==> src/hw/casbe_pkg.sv <==
// constants and types shared by the arithmetic, skip and branch execution block
package casbe_pkg;

  // widths
  localparam int INSTR_W = 14;
  localparam int DATA_W = 8;
  localparam int FILE_AW = 7;
  localparam int PC_W = 15;
  localparam int BR_W = 11;
  localparam int LATCH_W = 8;
  localparam int FILE_DEPTH = 128;

  // field positions inside the instruction word
  localparam int FILE_ADDR_HI = 6;
  localparam int FILE_ADDR_LO = 0;
  localparam int DEST_BIT = 7;
  localparam int LIT_HI = 7;
  localparam int LIT_LO = 0;
  localparam int BR_HI = 10;
  localparam int BR_LO = 0;

  // pc_upper_latch bits that feed the upper program counter on a branch
  localparam int LATCH_HI = 6;
  localparam int LATCH_LO = 3;

  // destination select values
  localparam logic DEST_WORKING = 1'b0;
  localparam logic DEST_FILE = 1'b1;

  // opcode masks and match values
  localparam logic [INSTR_W-1:0] MASK_FILE_OP = 14'h3f00;
  localparam logic [INSTR_W-1:0] MASK_CLEAR_W = 14'h3ffc;
  localparam logic [INSTR_W-1:0] MASK_BRANCH = 14'h3800;
  localparam logic [INSTR_W-1:0] MASK_LITERAL = 14'h3f00;
  localparam logic [INSTR_W-1:0] OPC_DECREMENT_FILE = 14'h0300;
  localparam logic [INSTR_W-1:0] OPC_INCREMENT_FILE = 14'h0a00;
  localparam logic [INSTR_W-1:0] OPC_DECREMENT_SKIP_ZERO = 14'h0b00;
  localparam logic [INSTR_W-1:0] OPC_INCREMENT_SKIP_ZERO = 14'h0f00;
  localparam logic [INSTR_W-1:0] OPC_CLEAR_WORKING = 14'h0100;
  localparam logic [INSTR_W-1:0] OPC_UNCONDITIONAL_BRANCH = 14'h2800;
  localparam logic [INSTR_W-1:0] OPC_OR_LITERAL_WORKING = 14'h3800;

  // constants and reset values
  localparam logic [DATA_W-1:0] DATA_ONE = 8'h01;
  localparam logic [DATA_W-1:0] DATA_ZERO = 8'h00;
  localparam logic [DATA_W-1:0] W_RESET = 8'h00;
  localparam logic Z_RESET = 1'b0;
  localparam logic [PC_W-1:0] PC_RESET = 15'h0000;
  localparam logic [PC_W-1:0] PC_ONE = 15'h0001;
  localparam logic [INSTR_W-1:0] INSTR_RESET = 14'h0000;

  typedef enum logic [0:0] {
    ST_IDLE = 1'b0,
    ST_EXEC = 1'b1
  } casbe_state_e;

endpackage

==> src/hw/casbe_exec.sv <==
// execution unit for decrement, increment, skip, clear, or-literal and branch
`timescale 1ns/10ps
module casbe_exec
  import casbe_pkg::*;
(
  // clock, reset, enable
  input wire logic CLOCK,
  input wire logic RST_N,
  input wire logic CLK_EN,
  // instruction hand-off
  input wire logic INSTR_VALID,
  input wire logic [INSTR_W-1:0] INSTR,
  output logic INSTR_READY,
  output logic INSTR_DONE,
  output logic INSTR_DISCARDED,
  // program counter upper latch
  input wire logic [LATCH_W-1:0] PC_UPPER_LATCH,
  // file register preload
  input wire logic LOAD_WR_EN,
  input wire logic [FILE_AW-1:0] LOAD_WR_ADDR,
  input wire logic [DATA_W-1:0] LOAD_WR_DATA,
  // architectural state
  output logic [DATA_W-1:0] WORKING,
  output logic ZERO_FLAG,
  output logic [PC_W-1:0] PC,
  // file write-back trace
  output logic FILE_WR_EN,
  output logic [FILE_AW-1:0] FILE_WR_ADDR,
  output logic [DATA_W-1:0] FILE_WR_DATA
);

  casbe_state_e state_q, state_d;
  logic [INSTR_W-1:0] instr_q;
  logic skip_q, skip_d;
  logic [DATA_W-1:0] w_q, w_d;
  logic z_q, z_d;
  logic [PC_W-1:0] pc_q, pc_d;
  logic ready_q;
  logic done_q;
  logic disc_q;
  logic fwe_q;
  logic [FILE_AW-1:0] fwa_q;
  logic [DATA_W-1:0] fwd_q;

  // handshake and phase
  wire in_idle = (state_q == ST_IDLE);
  wire in_exec = (state_q == ST_EXEC);
  wire accept = in_idle && INSTR_VALID;
  wire load_ok = in_idle && LOAD_WR_EN;
  // a discarded follower still spends its cycle, it just has no effect
  wire live = in_exec && !skip_q;

  // decode
  wire is_decrement_file = (instr_q & MASK_FILE_OP) == OPC_DECREMENT_FILE;
  wire is_increment_file = (instr_q & MASK_FILE_OP) == OPC_INCREMENT_FILE;
  wire is_decsz = (instr_q & MASK_FILE_OP) == OPC_DECREMENT_SKIP_ZERO;
  wire is_incsz = (instr_q & MASK_FILE_OP) == OPC_INCREMENT_SKIP_ZERO;
  wire is_clear_working = (instr_q & MASK_CLEAR_W) == OPC_CLEAR_WORKING;
  wire is_unconditional_branch = (instr_q & MASK_BRANCH) == OPC_UNCONDITIONAL_BRANCH;
  wire is_or_literal_working = (instr_q & MASK_LITERAL) == OPC_OR_LITERAL_WORKING;
  wire is_dec = is_decrement_file || is_decsz;
  wire is_file_op = is_dec || is_increment_file || is_incsz;
  wire is_skip_op = is_decsz || is_incsz;

  // operand fields
  wire [FILE_AW-1:0] f_addr = instr_q[FILE_ADDR_HI:FILE_ADDR_LO];
  wire dest_sel = instr_q[DEST_BIT];
  wire [FILE_AW-1:0] rd_addr = INSTR[FILE_ADDR_HI:FILE_ADDR_LO];
  wire [DATA_W-1:0] literal = instr_q[LIT_HI:LIT_LO];
  wire [BR_W-1:0] br_target = instr_q[BR_HI:BR_LO];

  // datapath
  logic [DATA_W-1:0] rd_data;
  wire [DATA_W-1:0] dec_val = rd_data - DATA_ONE;
  wire [DATA_W-1:0] inc_val = rd_data + DATA_ONE;
  wire [DATA_W-1:0] file_res = is_dec ? dec_val : inc_val;
  wire [DATA_W-1:0] or_val = w_q | literal;
  wire file_res_zero = (file_res == DATA_ZERO);
  wire or_zero = (or_val == DATA_ZERO);

  // destination steering
  wire wr_file = live && is_file_op && (dest_sel == DEST_FILE);
  wire wr_w_file = live && is_file_op && (dest_sel == DEST_WORKING);
  wire take_skip = live && is_skip_op && file_res_zero;
  wire take_unconditional_branch = live && is_unconditional_branch;

  // file write port: preload only while idle, so it never meets write-back
  wire mem_we = wr_file || load_ok;
  wire [FILE_AW-1:0] mem_wa = wr_file ? f_addr : LOAD_WR_ADDR;
  wire [DATA_W-1:0] mem_wd = wr_file ? file_res : LOAD_WR_DATA;

  // next working register
  always_comb
  begin
    w_d = w_q;
    if (wr_w_file)
    begin
      w_d = file_res;
    end
    else if (live && is_clear_working)
    begin
      w_d = DATA_ZERO;
    end
    else if (live && is_or_literal_working)
    begin
      w_d = or_val;
    end
  end

  // next zero flag; skip variants leave it alone
  always_comb
  begin
    z_d = z_q;
    if (live && (is_decrement_file || is_increment_file))
    begin
      z_d = file_res_zero;
    end
    else if (live && is_clear_working)
    begin
      z_d = 1'b1;
    end
    else if (live && is_or_literal_working)
    begin
      z_d = or_zero;
    end
  end

  // next program counter
  always_comb
  begin
    pc_d = pc_q;
    if (take_unconditional_branch)
    begin
      pc_d = {PC_UPPER_LATCH[LATCH_HI:LATCH_LO], br_target};
    end
    else if (in_exec)
    begin
      pc_d = pc_q + PC_ONE;
    end
  end

  // discard flag: set by a taken skip or branch, consumed by the next op
  always_comb
  begin
    skip_d = skip_q;
    if (in_exec)
    begin
      skip_d = take_skip || take_unconditional_branch;
    end
  end

  // phase sequencing: every op is one accept plus one execute clock
  always_comb
  begin
    state_d = state_q;
    case (state_q)
      ST_IDLE:
      begin
        if (accept)
        begin
          state_d = ST_EXEC;
        end
      end
      ST_EXEC:
      begin
        state_d = ST_IDLE;
      end
      default:
      begin
        state_d = ST_IDLE;
      end
    endcase
  end

  casbe_file_mem u_file_mem (
    .clk(CLOCK),
    .rst_n(RST_N),
    .ce(CLK_EN),
    .we(mem_we),
    .waddr(mem_wa),
    .wdata(mem_wd),
    .re(accept),
    .raddr(rd_addr),
    .rdata(rd_data)
  );

  always_ff @(posedge CLOCK)
  begin
    if (!RST_N)
    begin
      state_q <= ST_IDLE;
      instr_q <= INSTR_RESET;
      skip_q <= 1'b0;
      ready_q <= 1'b0;
    end
    else if (CLK_EN)
    begin
      state_q <= state_d;
      skip_q <= skip_d;
      ready_q <= (state_d == ST_IDLE);
      if (accept)
      begin
        instr_q <= INSTR;
      end
    end
  end

  always_ff @(posedge CLOCK)
  begin
    if (!RST_N)
    begin
      w_q <= W_RESET;
      z_q <= Z_RESET;
      pc_q <= PC_RESET;
    end
    else if (CLK_EN)
    begin
      w_q <= w_d;
      z_q <= z_d;
      pc_q <= pc_d;
    end
  end

  // status pulses and write-back trace
  always_ff @(posedge CLOCK)
  begin
    if (!RST_N)
    begin
      done_q <= 1'b0;
      disc_q <= 1'b0;
      fwe_q <= 1'b0;
      fwa_q <= '0;
      fwd_q <= DATA_ZERO;
    end
    else if (CLK_EN)
    begin
      done_q <= in_exec;
      disc_q <= in_exec && skip_q;
      fwe_q <= wr_file;
      fwa_q <= f_addr;
      fwd_q <= file_res;
    end
  end

  assign INSTR_READY = ready_q;
  assign INSTR_DONE = done_q;
  assign INSTR_DISCARDED = disc_q;
  assign WORKING = w_q;
  assign ZERO_FLAG = z_q;
  assign PC = pc_q;
  assign FILE_WR_EN = fwe_q;
  assign FILE_WR_ADDR = fwa_q;
  assign FILE_WR_DATA = fwd_q;

endmodule // casbe_exec

==> src/hw/casbe_file_mem.sv <==
// file register storage, one write port and one registered read port
`timescale 1ns/10ps
module casbe_file_mem
  import casbe_pkg::*;
(
  // clock and control
  input wire logic clk,
  input wire logic rst_n,
  input wire logic ce,
  // write port
  input wire logic we,
  input wire logic [FILE_AW-1:0] waddr,
  input wire logic [DATA_W-1:0] wdata,
  // read port
  input wire logic re,
  input wire logic [FILE_AW-1:0] raddr,
  output logic [DATA_W-1:0] rdata
);

  logic [DATA_W-1:0] mem [FILE_DEPTH];

  // array has no reset so it maps onto plain storage
  always_ff @(posedge clk)
  begin
    if (ce && we)
    begin
      mem[waddr] <= wdata;
    end
  end

  // read-before-write when both ports hit one address in a cycle
  always_ff @(posedge clk)
  begin
    if (!rst_n)
    begin
      rdata <= DATA_ZERO;
    end
    else if (ce && re)
    begin
      rdata <= mem[raddr];
    end
  end

endmodule // casbe_file_mem

==> config.mk <==
export PLATFORM = sky130hd
export DESIGN_NAME = casbe_exec
export DESIGN_NICKNAME = d
export VERILOG_FILES = /design/src/hw/casbe_pkg.sv /design/src/hw/casbe_exec.sv /design/src/hw/casbe_file_mem.sv
export SDC_FILE = /design/constraint.sdc
export NUM_CORES = 1
export LEC_CHECK = 0
export BUFFER_PORTS_ARGS = -buffer_cell sky130_fd_sc_hd__buf_2
export CORE_UTILIZATION = 60
export CTS_CLUSTER_SIZE = 20
export DETAILED_ROUTE_END_ITERATION = 10
export PLACE_DENSITY_LB_ADDON = 0.05
export REMOVE_ABC_BUFFERS = 1
export SYNTH_ARGS = -nofsm -noshare
export SYNTH_HDL_FRONTEND = slang
export SYNTH_SLANG_ARGS = --single-unit
==> constraint.sdc <==
create_clock -name CLOCK -period 10.3 [get_ports CLOCK]
set_input_delay 1.03 -clock CLOCK [delete_from_list [all_inputs] [get_ports CLOCK]]
set_output_delay 1.03 -clock CLOCK [all_outputs]
set_load 0.02 [all_outputs]
---- Yosys cells after proc, flatten, opt, wreduce, memory -nomap -nowiden ----
Memories as Yosys holds them, arrays and structs flattened. A register that Yosys moved wholly into a read port is not among the register bits.
Index checks and enable logic that the tools add are counted.
Widths: inputs -> output; s select.
operators by class
  equality and inequality tests ........... 7
  add/sub/neg operators ................... 3
  multiplexer cells ....................... 15
  bitwise gates (word level) .............. 4
  reduce and logical (&&, ||, !) cells .... 34
operators with widths
  kind                   count
  $mux 8                 5
  $mux 15                2
  $eq 6x4->1 const B     3
  $logic_not 8->1        2
  $add 15x1->15 const B  1
  $logic_and 1x1->1      15
  $eq 12x7->1 const B    1
  $reduce_and 2->1       5
  $add 8x1->8 const B    1
  $or 8x8->8             1
  $sub 8x1->8 const B    1
  $logic_or 1x1->1       7
  $mux 7                 1
  $eq 6x2->1 const B     1
  $eq 6x6->1 const B     1
  $mux 1                 6
  $reduce_bool 3->1      2
  $eq 3x3->1 const B     1
  $not 1->1              3
  $logic_not 1->1        2
  $pmux 1 s2             1
  $reduce_bool 2->1      1
storage, ports and cells
  memories kept ........................... 1
  word-level logic and storage cells ...... 76
  output and inout bits ................... 43
  input bits .............................. 42
  register bits after elaboration ......... 59
  memory bits (writable) .................. 1024
memories
  memory          depth  width  read ports  clocked after Yosys merged registers in  write ports  RTL line              RTL
  u_file_mem.mem  128    8      1           1                                        1            casbe_file_mem.sv:20  logic [DATA_W-1:0] mem [FILE_DEPTH];

---- Logic depth before layout (Yosys ltp) ----
  depth in word-level cells ............... 10
  gate-level depth with buffers ........... 13
  mapped depth without buffers ............ 10

---- Cells and area by module ----
Synthesis repeated with hierarchy kept, for this count alone.
unflattened totals
  cells, all modules ...................... 2295
  area, all modules ....................... 43341.6 sq um
modules (own cells, without submodules)
  module          area each (sq um)  times used  cells each  sequential area each (sq um)
  casbe_file_mem  40054.7            1           1889        30909.6
  casbe_exec      3286.9             1           406         1181.1

---- Least setup slack after synthesis ----
No wires, ideal clock.
  kind .................................... register to register
  start ................................... reg instr_q[13]
  end ..................................... mem u_file_mem.mem[0][6], data pin
  setup slack ............................. 1.301 ns
  stages on the path, launching flop included .. 10
  arrival ................................. 7.801 ns
  library setup time ...................... 1.197 ns
  data required time ...................... 9.103 ns
  cell sequence ........................... dfxtp_1 -> nand2b_1 -> nor4b_1 -> ha_1 -> a21o_1 -> a21oi_1 -> o21bai_1 -> a21oi_1 -> xor2_1 -> o21ai_0
between the ends
  word-level cells in the longest chain between the ends .. 7
  elaborated cells between the ends (all ways) .. 11
ends and longest elaborated chain
  what                                      RTL line                            RTL
  from (decl)                               casbe_exec.sv:33                    logic [INSTR_W-1:0] instr_q;
  from (signal assigned)                    casbe_exec.sv:192                   instr_q <= INSTR_RESET;
  from (signal assigned)                    casbe_exec.sv:203                   instr_q <= INSTR;
  $eq 6x2->1 or $eq 6x4->1 (tied branches)  casbe_exec.sv:54, casbe_exec.sv:56
  $logic_or 1x1->1                          casbe_exec.sv:61                    wire is_dec = is_decrement_file || is_decsz;
  $logic_or 1x1->1 (2 in series)            casbe_exec.sv:62                    wire is_file_op = is_dec || is_increment_file || is_incsz;
  $logic_and 1x1->1 (2 in series)           casbe_exec.sv:82                    wire wr_file = live && is_file_op && (dest_sel == DEST_FILE);
  $mux 8 *                                  casbe_exec.sv:90                    wire [DATA_W-1:0] mem_wd = wr_file ? file_res : LOAD_WR_DATA;
  named net mem_wd[6]                       casbe_exec.sv:90
  to (decl)                                 casbe_file_mem.sv:20
Mark *: on every way through the listed nets, which the timed path passes. The rest lies on a longest branch.

---- Final worst setup path ----
  start ................................... reg instr_q[8]
  end ..................................... mem u_file_mem.mem[2][6], data pin
Same word-level chain as after synthesis.

==> reports/results.md <==
| Metric | Reported |
| --- | --- |
| Share of flip-flops with an asynchronous set or reset after synthesis | 0 |
| Flop2flop setup slack | 5250 ps |
| Total number of vias | 23500 |
| Remaining antenna violation count | 0 |
| Largest net degree at the start of global routing | 105 |
| Port-buffer cells | 80 |
| Skew final | 19.1 ps |
| CTS Root Cell | sky130_fd_sc_hd__clkbuf_16 |
| H-tree Lvls | 3 |
| Total number of clock tree sinks | 1091 |
| Layout cell share with drive strength beyond 1 | 0.231 |
| Number of cells produced by synthesis | 2410 |
| Crit path max fanout | 104 |
| Final GP Congestion | 0.904 |
| Least-Margin Pin Slew | 1320 ps |
| Commonest register cell after synthesis | sky130_fd_sc_hd__edfxtp_1 |
| Util after Layout | 0.684 |
| Synth top area share | 0.698 |
| Portion of netlist area occupied by mux cells | 0.149 |
| Largest family of logic cells by synthesized area | multiplexers |
| Final routed wire length divided by cell count | 29.8 um |
| Cell with the most instances after synthesis | sky130_fd_sc_hd__edfxtp_1 |
| Worst min path class | flip-flop to flip-flop |
| Classification of the worst setup path | flip-flop to flip-flop |
| Number of optimization iterations in the first detailed-route pass | 8 |
| Fmax | 0.198 GHz |
| Startpoint of the tightest hold check path | FILE_WR_DATA[0]$_SDFFE_PN0P_ |
| Worst setup EP type | flip-flop |
| Final-report max-slew violation count | 0 |
| Layout net count | 2577 |
| Simple-Gate Fraction of Synth Area | 0.0472 |
| Final setup violation count | 0 |
| Worst r2r path cells | 10 |
| Antenna violations before repair | 3 |
| Core Rows | 98 |
| Arr. time, crit path | 5330 ps |
| Nature of the critical path startpoint | flip-flop |
| Reg-to-reg critical path startpoint | instr_q[8]$_SDFFE_PN0P_ |
| Total GRT Usage | 0.289 |
| Quantity of hold-fixing buffers added after cts | 0 |
| Clock input transition at the sequential cells of the worst setup and hold paths | 60 ps |
| Distinct cells, synth | 73 |
| TritonCTS Buffers | 107 |
| Final hold violations | 0 |
| Avg Vias per Cell | 6.59 |
| CTS tree | yes |
| Grt ovf | 0 |
| Number of placed I/O pins | 85 |
| Slew Limit Headroom | 0.115 |
| Data required, critical path | 10580 ps |
| Fill cell count | 4615 |
| Share of synthesized cell area in full adder, half adder and majority cells | 0.00352 |
| Most area-consuming cells after synthesis | sky130_fd_sc_hd__edfxtp_1, sky130_fd_sc_hd__mux4_2, sky130_fd_sc_hd__mux2i_1, sky130_fd_sc_hd__dfxtp_1, sky130_fd_sc_hd__nor3_1 |
| Ratio of total power to cell area | 191 mW/mm2 |
| Number of global-route vias before repair | 23300 |
| Count of buffers added by post-CTS timing repair for setup | 0 |
| Leakage power | 16.2 nW |
| Run status | complete, no violations |
| HPWL Detailed | 62.6 mm |
| Die area | 0.0745 mm2 |
| Commonest cells post-synth | sky130_fd_sc_hd__edfxtp_1, sky130_fd_sc_hd__mux2i_1, sky130_fd_sc_hd__mux4_2, sky130_fd_sc_hd__nor2_1, sky130_fd_sc_hd__nor3_1 |
| Width of the chip | 273 um |
| Terminating pin of the worst hold path | FILE_WR_DATA[0]$_SDFFE_PN0P_ |
| Destination of the worst register-to-register timing path | u_file_mem.mem[2][6]$_DFFE_PP_ |
| CTS-repair resized insts | 0 |
| Number of enable-type register cells in the synthesized netlist | 1024 |
| Wire length of the first global-routing pass | 155 mm |
| Cell count of the worst hold path | 1 |
| Post-layout minimum cycle time | 5050 ps |
| Warning count from the yosys run | 0 |
| Setup repair after global routing missed its margin | false |
| Vertical extent of the die | 273 um |
| Compound-Gate Fraction of Synth Area | 0.0492 |
| Largest area contributor in the synthesized netlist | sky130_fd_sc_hd__edfxtp_1 |
| Maximum buffer depth of the clock tree | 3 |
| Starting Density | 0.611 |
| Average footprint of a synthesized cell | 18.3 um2 |
| Count of state elements after synthesis | 1091 |
| Detailed Route Iter0 Violations | 2672 |
| Layout Area Growth over Synthesis | 12.0% |
| Worst VDD drop | 174 uV |
| Fin Hold WS | 490 ps |
| Share of the synthesized netlist area taken by xor and xnor gates | 0.00159 |
| Drt drc | 0 |
| Share of the yosys chip area belonging to registers | 0.729 |
| Clock latency at the later pin of the worst-skew pair | 670 ps |
| Post-Syn Area | 0.0440 mm2 |
| Sum of routed wire length over all layers | 106 mm |
| Number of violations of the max-capacitance limit | 0 |
| Core region area | 0.0721 mm2 |
| Total negative setup slack | 0 ps |
| Fin crit share | 0.491 |
==> metrics by stage <==
step           power, W  cell area (um2)  setup WS, ps  instances
6_report        0.00941            49300          5250       3560
3_5_place_dp    0.00544            45600          5100       3365
4_1_cts         0.00944            49300          5260       3557
2_1_floorplan   0.00521            43200          1300       2245
5_1_grt         0.00963            49300          4900       3557
3_3_place_gp    0.00543            45600          5140       3365
==> power by group <==
part	internal, W	switching [W]	total (W)	leakage (nW)
logic	0.000162	0.000312	0.000474	4.68
clock network	0.00245	0.00162	0.00407	1.79
registers	0.00486	0.0000152	0.00487	9.75
==> routing by layer <==
layer  GRT usage  vias to the layer above  wire length (um)
li1            -                    10000                 -
met4      0.0999                        2              3630
met1       0.412                    12200             43200
met3      0.0471                      214              8540
met2       0.459                     1088             50800
met5           0                        -                 9
==> critical path, stage by stage, from the launching register on <==
cell and delay (ps):
sky130_fd_sc_hd__dfxtp_1 490, sky130_fd_sc_hd__nand2b_1 140, sky130_fd_sc_hd__nor4b_2 910, sky130_fd_sc_hd__ha_1 440, sky130_fd_sc_hd__a21o_1 190, sky130_fd_sc_hd__a21oi_1 220, sky130_fd_sc_hd__o21bai_1 100, sky130_fd_sc_hd__a21oi_1 180
sky130_fd_sc_hd__xor2_1 260, sky130_fd_sc_hd__o21ai_4 640, sky130_fd_sc_hd__buf_4 930
==> how the worst max path moves through the flow <==
stage / startpoint / to / slack [ps]
after global routing: instr_q[8]$_SDFFE_PN0P_ / u_file_mem.mem[72][6]$_DFFE_PP_ / 4900
final: instr_q[8]$_SDFFE_PN0P_ / u_file_mem.mem[2][6]$_DFFE_PP_ / 5250
after global placement: INSTR[2] / u_file_mem.rdata[6]$_SDFFE_PN0P_ / 5140
after detailed placement: INSTR[2] / u_file_mem.rdata[6]$_SDFFE_PN0P_ / 5100
after floorplan: instr_q[13]$_SDFFE_PN0P_ / u_file_mem.mem[0][6]$_DFFE_PP_ / 1300
after CTS: instr_q[8]$_SDFFE_PN0P_ / u_file_mem.mem[72][6]$_DFFE_PP_ / 5260
==> cells by family after synthesis <==
logic type | count (synthesis)
buf+inv | 177
flops | 1091
xor+xnor | 8
simple gates | 404
compound gates | 302
fa+ha+maj | 12
mux | 416
==> cells in the final DEF (no fill, tap or decap), types with 15 or more instances in the layout <==
cell / synthesis / routed
sky130_fd_sc_hd__mux4_2: 190 / 190
sky130_fd_sc_hd__edfxtp_1: 1024 / 1024
sky130_fd_sc_hd__a22o_1: 17 / 17
sky130_fd_sc_hd__dfxtp_1: 67 / 67
sky130_fd_sc_hd__clkinv_2: 0 / 24
sky130_fd_sc_hd__nor2b_1: 29 / 27
sky130_fd_sc_hd__a21boi_0: 16 / 16
sky130_fd_sc_hd__nand3_1: 19 / 19
sky130_fd_sc_hd__bufinv_16: 0 / 20
sky130_fd_sc_hd__nor2_1: 101 / 100
sky130_fd_sc_hd__nand2b_1: 16 / 16
sky130_fd_sc_hd__nor3_1: 82 / 79
sky130_fd_sc_hd__o22ai_1: 21 / 21
sky130_fd_sc_hd__a22oi_1: 42 / 42
sky130_fd_sc_hd__buf_2: 60 / 77
sky130_fd_sc_hd__mux2i_1: 195 / 195
sky130_fd_sc_hd__o21ai_0: 39 / 34
sky130_fd_sc_hd__buf_4: 24 / 87
sky130_fd_sc_hd__a221oi_1: 25 / 25
sky130_fd_sc_hd__a21oi_1: 50 / 50
sky130_fd_sc_hd__clkinv_1: 0 / 17
sky130_fd_sc_hd__a2111oi_0: 15 / 15
sky130_fd_sc_hd__mux2_2: 31 / 28
sky130_fd_sc_hd__clkbuf_1: 64 / 15
sky130_fd_sc_hd__nand2_1: 77 / 77
sky130_fd_sc_hd__clkbuf_16: 0 / 111
==> sequential cells by signal (all words and copies together), names as in the netlist <==
| signal | cells |
|---|---|
| FILE_WR_ADDR | 7 |
| in_exec | 1 |
| u_file_mem.mem | 1024 |
| INSTR_DONE | 1 |
| PC | 15 |
| INSTR_READY | 1 |
| instr_q | 14 |
| u_file_mem.rdata | 8 |
| FILE_WR_DATA | 8 |
| FILE_WR_EN | 1 |
| ZERO_FLAG | 1 |
| skip_q | 1 |
| WORKING | 8 |
| INSTR_DISCARDED | 1 |
==> final cells by class <==
class	count	area [um2]	share of cell area
Timing Repair Buffer	170	1140	0.0231
Antenna cell	3	7.51	0.000152
Inverter	12	45.0	0.000914
Clock buffer	126	2830	0.0575
Clock inverter	66	821	0.0166
Tap cell	950	1190	0.0241
Multi-Input combinational cell	1142	11200	0.227
Sequential cell	1091	32100	0.651
Note: power is estimated with default switching activity, not from simulation.
